--- src/tcc_map.svh ---
`ifndef TCC_MAP_SVH
`define TCC_MAP_SVH
// Notes on behaviour
// - Without auto start, power up idle and wait for a begin command.
// - With auto start, begin converting at power-up in the stored mode.
// - Single-conversion-mode bit picks continuous or one conversion per command.
// - Continuous mode repeats conversions until halt, then goes idle.
// - Idle after halt, a begin command resumes continuous conversions at any time.
// - Single mode: one conversion per begin command, then idle until next.
// - Auto start in single mode does one conversion after power-up, then idle.
// - Result is signed, resolution 9 to 12 bits, in degrees Celsius.
// - Temperature register: 16 bits, read only, volatile, resets to c400.
// - Upper trip point: 16 bits, read/write, nonvolatile, factory 0f00.
// - Lower trip point: 16 bits, read/write, nonvolatile, factory 0a00.
// - Config upper six bits volatile; polarity and mode bits nonvolatile.
// - Config powers up 100011 above the two stored low bits.
// - Nonvolatile write completes within 10 ms, typically 4 ms.
// - Resolution powers up at 12 bits, changed by two select bits.
// - Conversion time doubles with each extra resolution bit.

`define TCC_CLK_MHZ          50
`define TCC_CONV9_US         93750
`define TCC_NV_WRITE_TYP_MS  4
`define TCC_NV_WRITE_MAX_MS  10

`define TCC_TEMP_RESET       16'hc400
`define TCC_UPPER_RESET      16'h0f00
`define TCC_LOWER_RESET      16'h0a00
`define TCC_CFG_HI_RESET     6'h23
`define TCC_CFG_NV_RESET     2'h0

`define TCC_BUS_ADDR_HI      4'h9
`define TCC_CMD_BEGIN        8'h01
`define TCC_CMD_HALT         8'h02
`define TCC_CMD_TEMP         8'h10
`define TCC_CMD_UPPER        8'h11
`define TCC_CMD_LOWER        8'h12
`define TCC_CMD_CONFIG       8'h13
`define TCC_READ_FILL        8'hff
`endif

--- src/tcc_pkg.sv ---
package tcc_pkg;
  typedef struct packed {
    logic       done;
    logic       high_flag;
    logic       low_flag;
    logic       nv_busy;
    logic [1:0] resolution;
    logic       output_polarity;
    logic       single_conversion_mode;
  } tcc_cfg_t;

  typedef struct packed {
    logic       valid;
    logic [1:0] index;
    logic [7:0] data;
  } tcc_rx_t;

  typedef enum logic [0:0] {TCC_IDLE, TCC_CONV} tcc_conv_st_t;

  typedef enum logic [2:0] {
    TCC_B_IDLE,
    TCC_B_ADDR,
    TCC_B_ACK,
    TCC_B_WRITE,
    TCC_B_READ,
    TCC_B_MACK
  } tcc_bus_st_t;
endpackage : tcc_pkg

--- src/tcc_i2c_slave.sv ---
`timescale 1ns/1ps
module tcc_i2c_slave (
  input  wire logic        clk,       // System clock
  input  wire logic        rst_b,     // Async reset, active low
  input  wire logic        scl_pin,   // Raw serial clock
  input  wire logic        sda_pin,   // Raw serial data level
  input  wire logic [6:0]  own_addr,  // Bus address
  input  wire logic [7:0]  tx_byte,   // Byte to send at tx_index
  output tcc_pkg::tcc_rx_t rx,        // Received data byte event
  output logic      [1:0]  tx_index,  // Byte position in transfer
  output logic             sda_oe     // Pull data line low
);
  logic [1:0]          scl_sync;
  logic [1:0]          sda_sync;
  logic                scl_q;
  logic                sda_q;
  logic [7:0]          shift;
  logic [3:0]          bit_cnt;
  logic                rw;
  tcc_pkg::tcc_bus_st_t st;

  function automatic logic [1:0] sat_inc(input logic [1:0] v);
    sat_inc = (v == 2'h3) ? v : v + 2'h1;
  endfunction : sat_inc

  wire scl_rise   = scl_sync[1] & ~scl_q;
  wire scl_fall   = ~scl_sync[1] & scl_q;
  wire start_cond = scl_sync[1] & scl_q & sda_q & ~sda_sync[1];
  wire stop_cond  = scl_sync[1] & scl_q & ~sda_q & sda_sync[1];
  wire addr_hit   = shift[7:1] == own_addr;
  wire byte_in    = scl_fall && bit_cnt == 4'h8;

  always_ff @(posedge clk or negedge rst_b)
    if (!rst_b)
    begin
      scl_sync <= 2'h3;
      sda_sync <= 2'h3;
      scl_q    <= 1'b1;
      sda_q    <= 1'b1;
    end
    else
    begin
      scl_sync <= {scl_sync[0], scl_pin};
      sda_sync <= {sda_sync[0], sda_pin};
      scl_q    <= scl_sync[1];
      sda_q    <= sda_sync[1];
    end

  always_ff @(posedge clk or negedge rst_b)
    if (!rst_b)
    begin
      st       <= tcc_pkg::TCC_B_IDLE;
      shift    <= 8'h00;
      bit_cnt  <= 4'h0;
      rw       <= 1'b0;
      tx_index <= 2'h0;
      sda_oe   <= 1'b0;
      rx       <= '0;
    end
    else
    begin
      rx.valid <= 1'b0;
      if (stop_cond)
      begin
        st     <= tcc_pkg::TCC_B_IDLE;
        sda_oe <= 1'b0;
      end
      else if (start_cond)
      begin
        st       <= tcc_pkg::TCC_B_ADDR;
        bit_cnt  <= 4'h0;
        tx_index <= 2'h0;
        sda_oe   <= 1'b0;
      end
      else
        case (st)
          tcc_pkg::TCC_B_ADDR, tcc_pkg::TCC_B_WRITE:
            if (scl_rise)
            begin
              shift   <= {shift[6:0], sda_sync[1]};
              bit_cnt <= bit_cnt + 4'h1;
            end
            else if (byte_in && st == tcc_pkg::TCC_B_ADDR && !addr_hit)
              st <= tcc_pkg::TCC_B_IDLE;
            else if (byte_in)
            begin
              sda_oe <= 1'b1;
              st     <= tcc_pkg::TCC_B_ACK;
              if (st == tcc_pkg::TCC_B_ADDR)
                rw <= shift[0];
              else
              begin
                rx.valid <= 1'b1;
                rx.data  <= shift;
                rx.index <= tx_index;
                tx_index <= sat_inc(tx_index);
              end
            end
          tcc_pkg::TCC_B_ACK:
            if (scl_fall)
            begin
              bit_cnt <= 4'h0;
              if (rw)
              begin
                shift    <= tx_byte;
                sda_oe   <= ~tx_byte[7];
                tx_index <= sat_inc(tx_index);
                st       <= tcc_pkg::TCC_B_READ;
              end
              else
              begin
                sda_oe <= 1'b0;
                st     <= tcc_pkg::TCC_B_WRITE;
              end
            end
          tcc_pkg::TCC_B_READ:
            if (scl_fall && bit_cnt == 4'h7)
            begin
              sda_oe <= 1'b0;
              st     <= tcc_pkg::TCC_B_MACK;
            end
            else if (scl_fall)
            begin
              shift   <= {shift[6:0], 1'b0};
              sda_oe  <= ~shift[6];
              bit_cnt <= bit_cnt + 4'h1;
            end
          tcc_pkg::TCC_B_MACK:
            if (scl_rise && sda_sync[1])
              st <= tcc_pkg::TCC_B_IDLE;
            else if (scl_fall)
            begin
              bit_cnt  <= 4'h0;
              shift    <= tx_byte;
              sda_oe   <= ~tx_byte[7];
              tx_index <= sat_inc(tx_index);
              st       <= tcc_pkg::TCC_B_READ;
            end
          default:
            st <= tcc_pkg::TCC_B_IDLE;
        endcase
    end
endmodule : tcc_i2c_slave

--- src/tcc_top.sv ---
`timescale 1ns/1ps
`include "tcc_map.svh"
module tcc_top #(
  parameter logic        AUTO_START      = 1'b0,
  parameter logic [25:0] CONV9_CYCLES    = 26'(`TCC_CONV9_US * `TCC_CLK_MHZ),
  parameter logic [18:0] NV_WRITE_CYCLES = 19'(`TCC_NV_WRITE_TYP_MS * 1000 * `TCC_CLK_MHZ)
) (
  input  wire logic        CLK_SYS,        // 50 MHz system clock
  input  wire logic        RST_B,          // Power-up reset, active low
  input  wire logic        SCL,            // Serial clock pin
  input  wire logic        SDA_IN,         // Serial data pin level
  output logic             SDA_OUT,        // Serial data drive value
  output logic             SDA_OE,         // Serial data drive enable
  input  wire logic        BUS_ADDR_SEL0,  // Address select pin 0
  input  wire logic        BUS_ADDR_SEL1,  // Address select pin 1
  input  wire logic        BUS_ADDR_SEL2,  // Address select pin 2
  input  wire logic [11:0] TEMP_SAMPLE,    // Converter result, signed
  output logic             SENSOR_ACTIVE,  // Conversion in progress
  output logic             CONV_DONE,      // Conversion finished pulse
  output logic             NV_WRITE_BUSY   // Nonvolatile write running
);
  localparam logic [18:0] NV_MAX_CYCLES = 19'(`TCC_NV_WRITE_MAX_MS * 1000 * `TCC_CLK_MHZ);

  logic [2:0]            addr_sync1;
  logic [2:0]            addr_sync2;
  tcc_pkg::tcc_rx_t      rx;
  logic [1:0]            tx_index;
  logic [7:0]            tx_byte;
  logic                  sda_oe_i;
  logic [7:0]            cmd;
  logic [7:0]            hold_msb;
  logic [15:0]           temp_reg;
  logic [15:0]           upper_reg;
  logic [15:0]           lower_reg;
  tcc_pkg::tcc_cfg_t     cfg;
  tcc_pkg::tcc_conv_st_t st;
  logic [25:0]           conv_cnt;
  logic [25:0]           conv_limit;
  logic [1:0]            res_latch;
  logic                  conv_single;
  logic                  run;
  logic                  boot;
  logic [18:0]           nv_cnt;

  function automatic logic [15:0] res_mask(input logic [1:0] res);
    res_mask = 16'($signed(16'hff80) >>> res);
  endfunction : res_mask

  tcc_i2c_slave u_bus (
    .clk      (CLK_SYS),
    .rst_b    (RST_B),
    .scl_pin  (SCL),
    .sda_pin  (SDA_IN),
    .own_addr ({`TCC_BUS_ADDR_HI, addr_sync2}),
    .tx_byte  (tx_byte),
    .rx       (rx),
    .tx_index (tx_index),
    .sda_oe   (sda_oe_i)
  );

  wire cmd_byte   = rx.valid && rx.index == 2'h0;
  wire data1      = rx.valid && rx.index == 2'h1;
  wire data2      = rx.valid && rx.index == 2'h2;
  wire begin_cmd  = cmd_byte && rx.data == `TCC_CMD_BEGIN;
  wire halt_cmd   = cmd_byte && rx.data == `TCC_CMD_HALT;
  wire conv_done  = st == tcc_pkg::TCC_CONV && conv_cnt == conv_limit - 26'h1;
  wire start_conv = st == tcc_pkg::TCC_IDLE && (begin_cmd || (boot && AUTO_START));
  wire restart    = conv_done && !conv_single && run && !halt_cmd;
  wire nv_free    = !cfg.nv_busy;
  wire upper_wr   = data2 && cmd == `TCC_CMD_UPPER && nv_free;
  wire lower_wr   = data2 && cmd == `TCC_CMD_LOWER && nv_free;
  wire cfg_wr     = data1 && cmd == `TCC_CMD_CONFIG;
  wire nv_bits_wr = cfg_wr && nv_free
                    && rx.data[1:0] != {cfg.output_polarity, cfg.single_conversion_mode};
  wire nv_start   = upper_wr || lower_wr || nv_bits_wr;

  wire [15:0] next_temp = {TEMP_SAMPLE, 4'h0} & res_mask(res_latch);
  wire [15:0] read_word = (cmd == `TCC_CMD_TEMP)  ? temp_reg :
                          (cmd == `TCC_CMD_UPPER) ? upper_reg :
                          (cmd == `TCC_CMD_LOWER) ? lower_reg : 16'hffff;
  assign tx_byte = (cmd == `TCC_CMD_CONFIG) ? ((tx_index == 2'h0) ? cfg : `TCC_READ_FILL) :
                   (tx_index == 2'h0) ? read_word[15:8] :
                   (tx_index == 2'h1) ? read_word[7:0] : `TCC_READ_FILL;

  always_ff @(posedge CLK_SYS or negedge RST_B)
    if (!RST_B)
    begin
      addr_sync1 <= 3'h0;
      addr_sync2 <= 3'h0;
      SDA_OUT    <= 1'b0;
      SDA_OE     <= 1'b0;
    end
    else
    begin
      addr_sync1 <= {BUS_ADDR_SEL2, BUS_ADDR_SEL1, BUS_ADDR_SEL0};
      addr_sync2 <= addr_sync1;
      SDA_OUT    <= 1'b0;
      SDA_OE     <= sda_oe_i;
    end

  always_ff @(posedge CLK_SYS or negedge RST_B)
    if (!RST_B)
    begin
      cmd      <= 8'h00;
      hold_msb <= 8'h00;
    end
    else
    begin
      if (cmd_byte)
        cmd <= rx.data;
      if (data1)
        hold_msb <= rx.data;
    end

  // Conversion sequencer; mode and resolution are frozen for each conversion
  always_ff @(posedge CLK_SYS or negedge RST_B)
    if (!RST_B)
    begin
      st            <= tcc_pkg::TCC_IDLE;
      conv_cnt      <= 26'h0;
      conv_limit    <= CONV9_CYCLES;
      res_latch     <= 2'h3;
      conv_single   <= 1'b0;
      SENSOR_ACTIVE <= 1'b0;
      CONV_DONE     <= 1'b0;
    end
    else
    begin
      CONV_DONE <= conv_done;
      case (st)
        tcc_pkg::TCC_IDLE:
          if (start_conv)
          begin
            st            <= tcc_pkg::TCC_CONV;
            conv_cnt      <= 26'h0;
            conv_limit    <= CONV9_CYCLES << cfg.resolution;
            res_latch     <= cfg.resolution;
            conv_single   <= cfg.single_conversion_mode;
            SENSOR_ACTIVE <= 1'b1;
          end
        tcc_pkg::TCC_CONV:
          if (restart)
          begin
            conv_cnt      <= 26'h0;
            conv_limit    <= CONV9_CYCLES << cfg.resolution;
            res_latch     <= cfg.resolution;
            conv_single   <= cfg.single_conversion_mode;
          end
          else if (conv_done)
          begin
            st            <= tcc_pkg::TCC_IDLE;
            SENSOR_ACTIVE <= 1'b0;
          end
          else
            conv_cnt <= conv_cnt + 26'h1;
        default:
          st <= tcc_pkg::TCC_IDLE;
      endcase
    end

  always_ff @(posedge CLK_SYS or negedge RST_B)
    if (!RST_B)
    begin
      boot     <= 1'b1;
      run      <= 1'b0;
      temp_reg <= `TCC_TEMP_RESET;
    end
    else
    begin
      boot <= 1'b0;
      if (halt_cmd)
        run <= 1'b0;
      else if (start_conv)
        run <= 1'b1;
      if (conv_done)
        temp_reg <= next_temp;
    end

  // Trip points and configuration with nonvolatile write timing
  always_ff @(posedge CLK_SYS or negedge RST_B)
    if (!RST_B)
    begin
      upper_reg <= `TCC_UPPER_RESET;
      lower_reg <= `TCC_LOWER_RESET;
      cfg       <= {`TCC_CFG_HI_RESET, `TCC_CFG_NV_RESET};
      nv_cnt    <= 19'h0;
    end
    else
    begin
      if (upper_wr)
        upper_reg <= {hold_msb, rx.data};
      if (lower_wr)
        lower_reg <= {hold_msb, rx.data};
      if (start_conv)
        cfg.done <= 1'b0;
      else if (conv_done)
        cfg.done <= 1'b1;
      if (cfg_wr)
      begin
        cfg.high_flag  <= cfg.high_flag & rx.data[6];
        cfg.low_flag   <= cfg.low_flag & rx.data[5];
        cfg.resolution <= rx.data[3:2];
      end
      if (nv_bits_wr)
      begin
        cfg.output_polarity        <= rx.data[1];
        cfg.single_conversion_mode <= rx.data[0];
      end
      if (nv_start)
        nv_cnt <= NV_WRITE_CYCLES;
      else if (nv_cnt != 19'h0)
        nv_cnt <= nv_cnt - 19'h1;
      cfg.nv_busy <= nv_start || nv_cnt > 19'h1;
    end

  assign NV_WRITE_BUSY = cfg.nv_busy;
endmodule : tcc_top

--- config.mk ---
export PLATFORM = sky130hd
export DESIGN_NAME = tcc_top
export DESIGN_NICKNAME = d
export VERILOG_FILES = /design/src/tcc_pkg.sv /design/src/tcc_i2c_slave.sv /design/src/tcc_top.sv
export VERILOG_INCLUDE_DIRS = /design/src /design/src/src
export SDC_FILE = /design/constraint.sdc
export NUM_CORES = 1
export LEC_CHECK = 0
export BUFFER_PORTS_ARGS = -buffer_cell sky130_fd_sc_hd__buf_2
export CAP_MARGIN = 20
export CORE_MARGIN = 1.5
export CORE_UTILIZATION = 55
export DETAILED_ROUTE_END_ITERATION = 6
export PLACE_DENSITY_LB_ADDON = 0.12
export SYNTH_ARGS = -nofsm -noshare
export SYNTH_HDL_FRONTEND = slang
export SYNTH_SLANG_ARGS = --single-unit
--- constraint.sdc ---
create_clock -name CLK_SYS -period 8.06 [get_ports CLK_SYS]
set_clock_uncertainty 0.1 [all_clocks]
set_input_delay 1.612 -clock CLK_SYS [delete_from_list [all_inputs] [get_ports CLK_SYS]]
set_output_delay 1.612 -clock CLK_SYS [all_outputs]
set_load 0.01 [all_outputs]
==> out/metrics.yaml <==
routing:
  ant_nets: 0
  first_pass_iters: 5
  totalWireLength_mm: 22.1
  viasPerCell: 6.12
  drtIter0Drc: 604
  drc: 0
  detail_route.wl_per_cell_um: 19.0
  vias: 7115
power:
  combPwrFrac: 0.261
  p_switching_uw: 893
  p_leak_uw: 0.00469
  power_density_nw_per_um2: 263
  sw_frac_of_total: 0.341
  clockPowerShare: 0.327
  p_int_uw: 1730
  ir_drop_mv: 0.250
  seqPwrFrac: 0.412
worst_setup_path:
  critPathBufInv: 1
  start_kind: "flip-flop"
  critPathArrivalTime_ns: 4.17
  path_cells: "inv_1 -> ha_1 -> nor2b_1 -> a21boi_0 -> o21ai_0 -> a2111oi_4 -> nand4_4 -> o31ai_4 -> mux2_2"
  slowest_delay_ns: 0.80
  worst_ep_required_time_ns: 8.28
  cp-end-kind: "flip-flop"
  critPathMaxFanout: 19
  path_class: "reg2reg"
  cp_top_family: "compound AO/OA/AOI/OAI gates"
  crit_slowest_cell: "o31ai_4"
cells_and_area:
  drive_gt1_frac: 0.164
  syn2layout_area_growth_pct: 9.41
  fin_nets: 969
  final_util: 0.622
  top_register: "conv_cnt"
  stdcell_count: 1163
  fin_area_um2: 9950
  n_antenna_cell: 0
  reg_top3: "conv_cnt: 26 flops, nv_cnt: 19 flops"
  largest_reg_flops: 26
global_routing:
  track_usage: 0.267
  grt_max_degree: 93
  antenna_found_initial: 0
  overflow: 0
  grt_pass1_vias: 7072
  grt_pass1_wl_mm: 36.8
clocking:
  postCtsResizedCells: 0
  cts_root_buf: "clkbuf_16"
  cts_setup_buffers: 0
  htreeDepth: 4
  clk_pin_slew_worst_paths_ns: 0.07
  cts_made_buffers: 17
  clockBufferDepth: 2
  clkLatencyLatePin_ns: 0.44
  cts_tree: "yes"
  clock_sinks: 174
  cts_hold_buf: 0
synth:
  yosysWarnings: 0
  synth_cells: 936
  synth_seq_cells: 174
  synth.distinct_cells: 72
  yosysSeqAreaShare: 0.482
  syn_avg_cell_area_um2: 9.72
  async_reset_ff_frac: 1.00
  synth-edff-count: 0
  syn_nets: 971
  synth_area_um2: 9100
  ys.flop_type: "dfrtp_1"
die:
  fp.dieArea_um2: 17300
  die_x_um: 132
  start_util: 0.569
  die_h_um: 132
  std_cell_rows: 46
  core-area_um2: 16000
  num_io_pins: 24
place:
  placedCellCount: 1130
  placed_cell_area_um2: 9320
  port_buffers: 22
  place.gp.congestion: 0.925
  place_hpwl_mm: 15.3
sta:
  setup_viol_count_final: 0
  max_freq_mhz: 253
  tightest_slew_ns: 0.966
  tns_ns: 0
  relSlewSlack: 0.356
  hold_violations: 0
  drv_slew: 0
  whs_ns: 0.249
  period_needed_ns: 3.95
  grt_setup_unrepaired: "false"
  min_period_over_period: 0.490
status:
  status: "finished, final reports clean"
hold_path:
  hold_path_class: "reg2reg"
run:
  drv_cap: 0
-- Yosys cell counts (16+ instances only) --
cell type  number  share of area
a211o_1        21          0.020
dfstp_2        25          0.072
nor3_1         39          0.021
nor2_1         74          0.031
mux2_2         51          0.063
and3_1         27          0.019
nand2_1       110          0.045
o21ai_0        49          0.027
dfrtp_1       149           0.41
inv_1          28          0.012
nand3_1        32          0.018
ha_1           16          0.022
xnor2_1        25          0.024
clkbuf_1       32          0.013
a21oi_1        54          0.030
-- metal layers --
| metal | vias up | wire length [µm] | track usage |
|---|---|---|---|
| met5 | - | 0 | 0 |
| met4 | 0 | 281 | 0.0784 |
| met3 | 24 | 1240 | 0.0579 |
| met2 | 225 | 10200 | 0.418 |
| met1 | 3521 | 10400 | 0.375 |
| li1 | 3345 | - | - |
-- through the flow --
stage,setup WS (ns),power [µW]
floorplan,4.70,1590
finish,4.11,2620
global route,3.76,2770
CTS,4.10,2630
detailed placement,4.14,1770
global placement,4.24,1730
-- area by class of cell --
type / instances / area [µm²]
clock buffers: 18 / 439
inverters: 29 / 109
clock inverters: 14 / 169
repair buffers: 26 / 166
multi-input cells: 686 / 4420
well taps: 216 / 270
fillers: 1372 / 6050
flip-flops and latches: 174 / 4390
-- power by group through the flow --
| stage | Sequential (µW) | Clock [µW] | Combinational (µW) |
|---|---|---|---|
| finish | 1080 | 857 | 683 |
| global route | 1090 | 907 | 773 |
| CTS | 1070 | 870 | 681 |
| detailed placement | 1090 | 0 | 677 |
| global placement | 1080 | 0 | 643 |
| floorplan | 1040 | 0 | 555 |
-- layout by cell type (no fill, tap or decap), drive strengths merged, types with 6 or more instances in the layout --
master,netlist,routed
a211o,21,21
a211oi,10,10
a21oi,54,54
a31oi,7,7
and2,7,7
and3,27,27
buf,15,26
clkbuf,32,18
dfrtp,149,149
dfstp,25,25
ha,16,16
inv,28,37
mux2,54,54
nand2,110,110
nand2b,11,11
nand3,32,32
nand4,6,6
nor2,75,75
nor2b,9,9
nor3,41,41
nor3b,7,7
nor4,12,12
o211ai,6,6
o21ai,51,51
o22a,6,6
o22ai,10,10
or2,6,6
or3,11,11
or4,8,8
xnor2,25,25
xor2,9,9
-- logic make-up after synthesis --
family | share of synthesized area
and+or+nand+nor | 0.211
buffers and inverters | 0.0336
xor gates and xnor gates | 0.0327
other | 0.000412
muxes | 0.0690
DFF | 0.482
adders and majority gates | 0.0231
AOI/OAI and AO/OA | 0.148
-- final timing paths --
path,from,slack (ns),depth (start not counted),endpoint
setup / recovery,conv_limit[22],4.11,9,conv_limit[21]
hold / removal,addr_sync1[2],0.25,0,addr_sync2[2]
setup reg to reg,conv_limit[22],4.11,9,conv_limit[21]
hold reg to reg,addr_sync1[2],0.25,0,addr_sync2[2]
max in group asynchronous,RST_B,5.40,3,upper_reg[8]
min in group asynchronous,RST_B,1.16,1,conv_limit[19]
(Power assumes the default switching activity.)
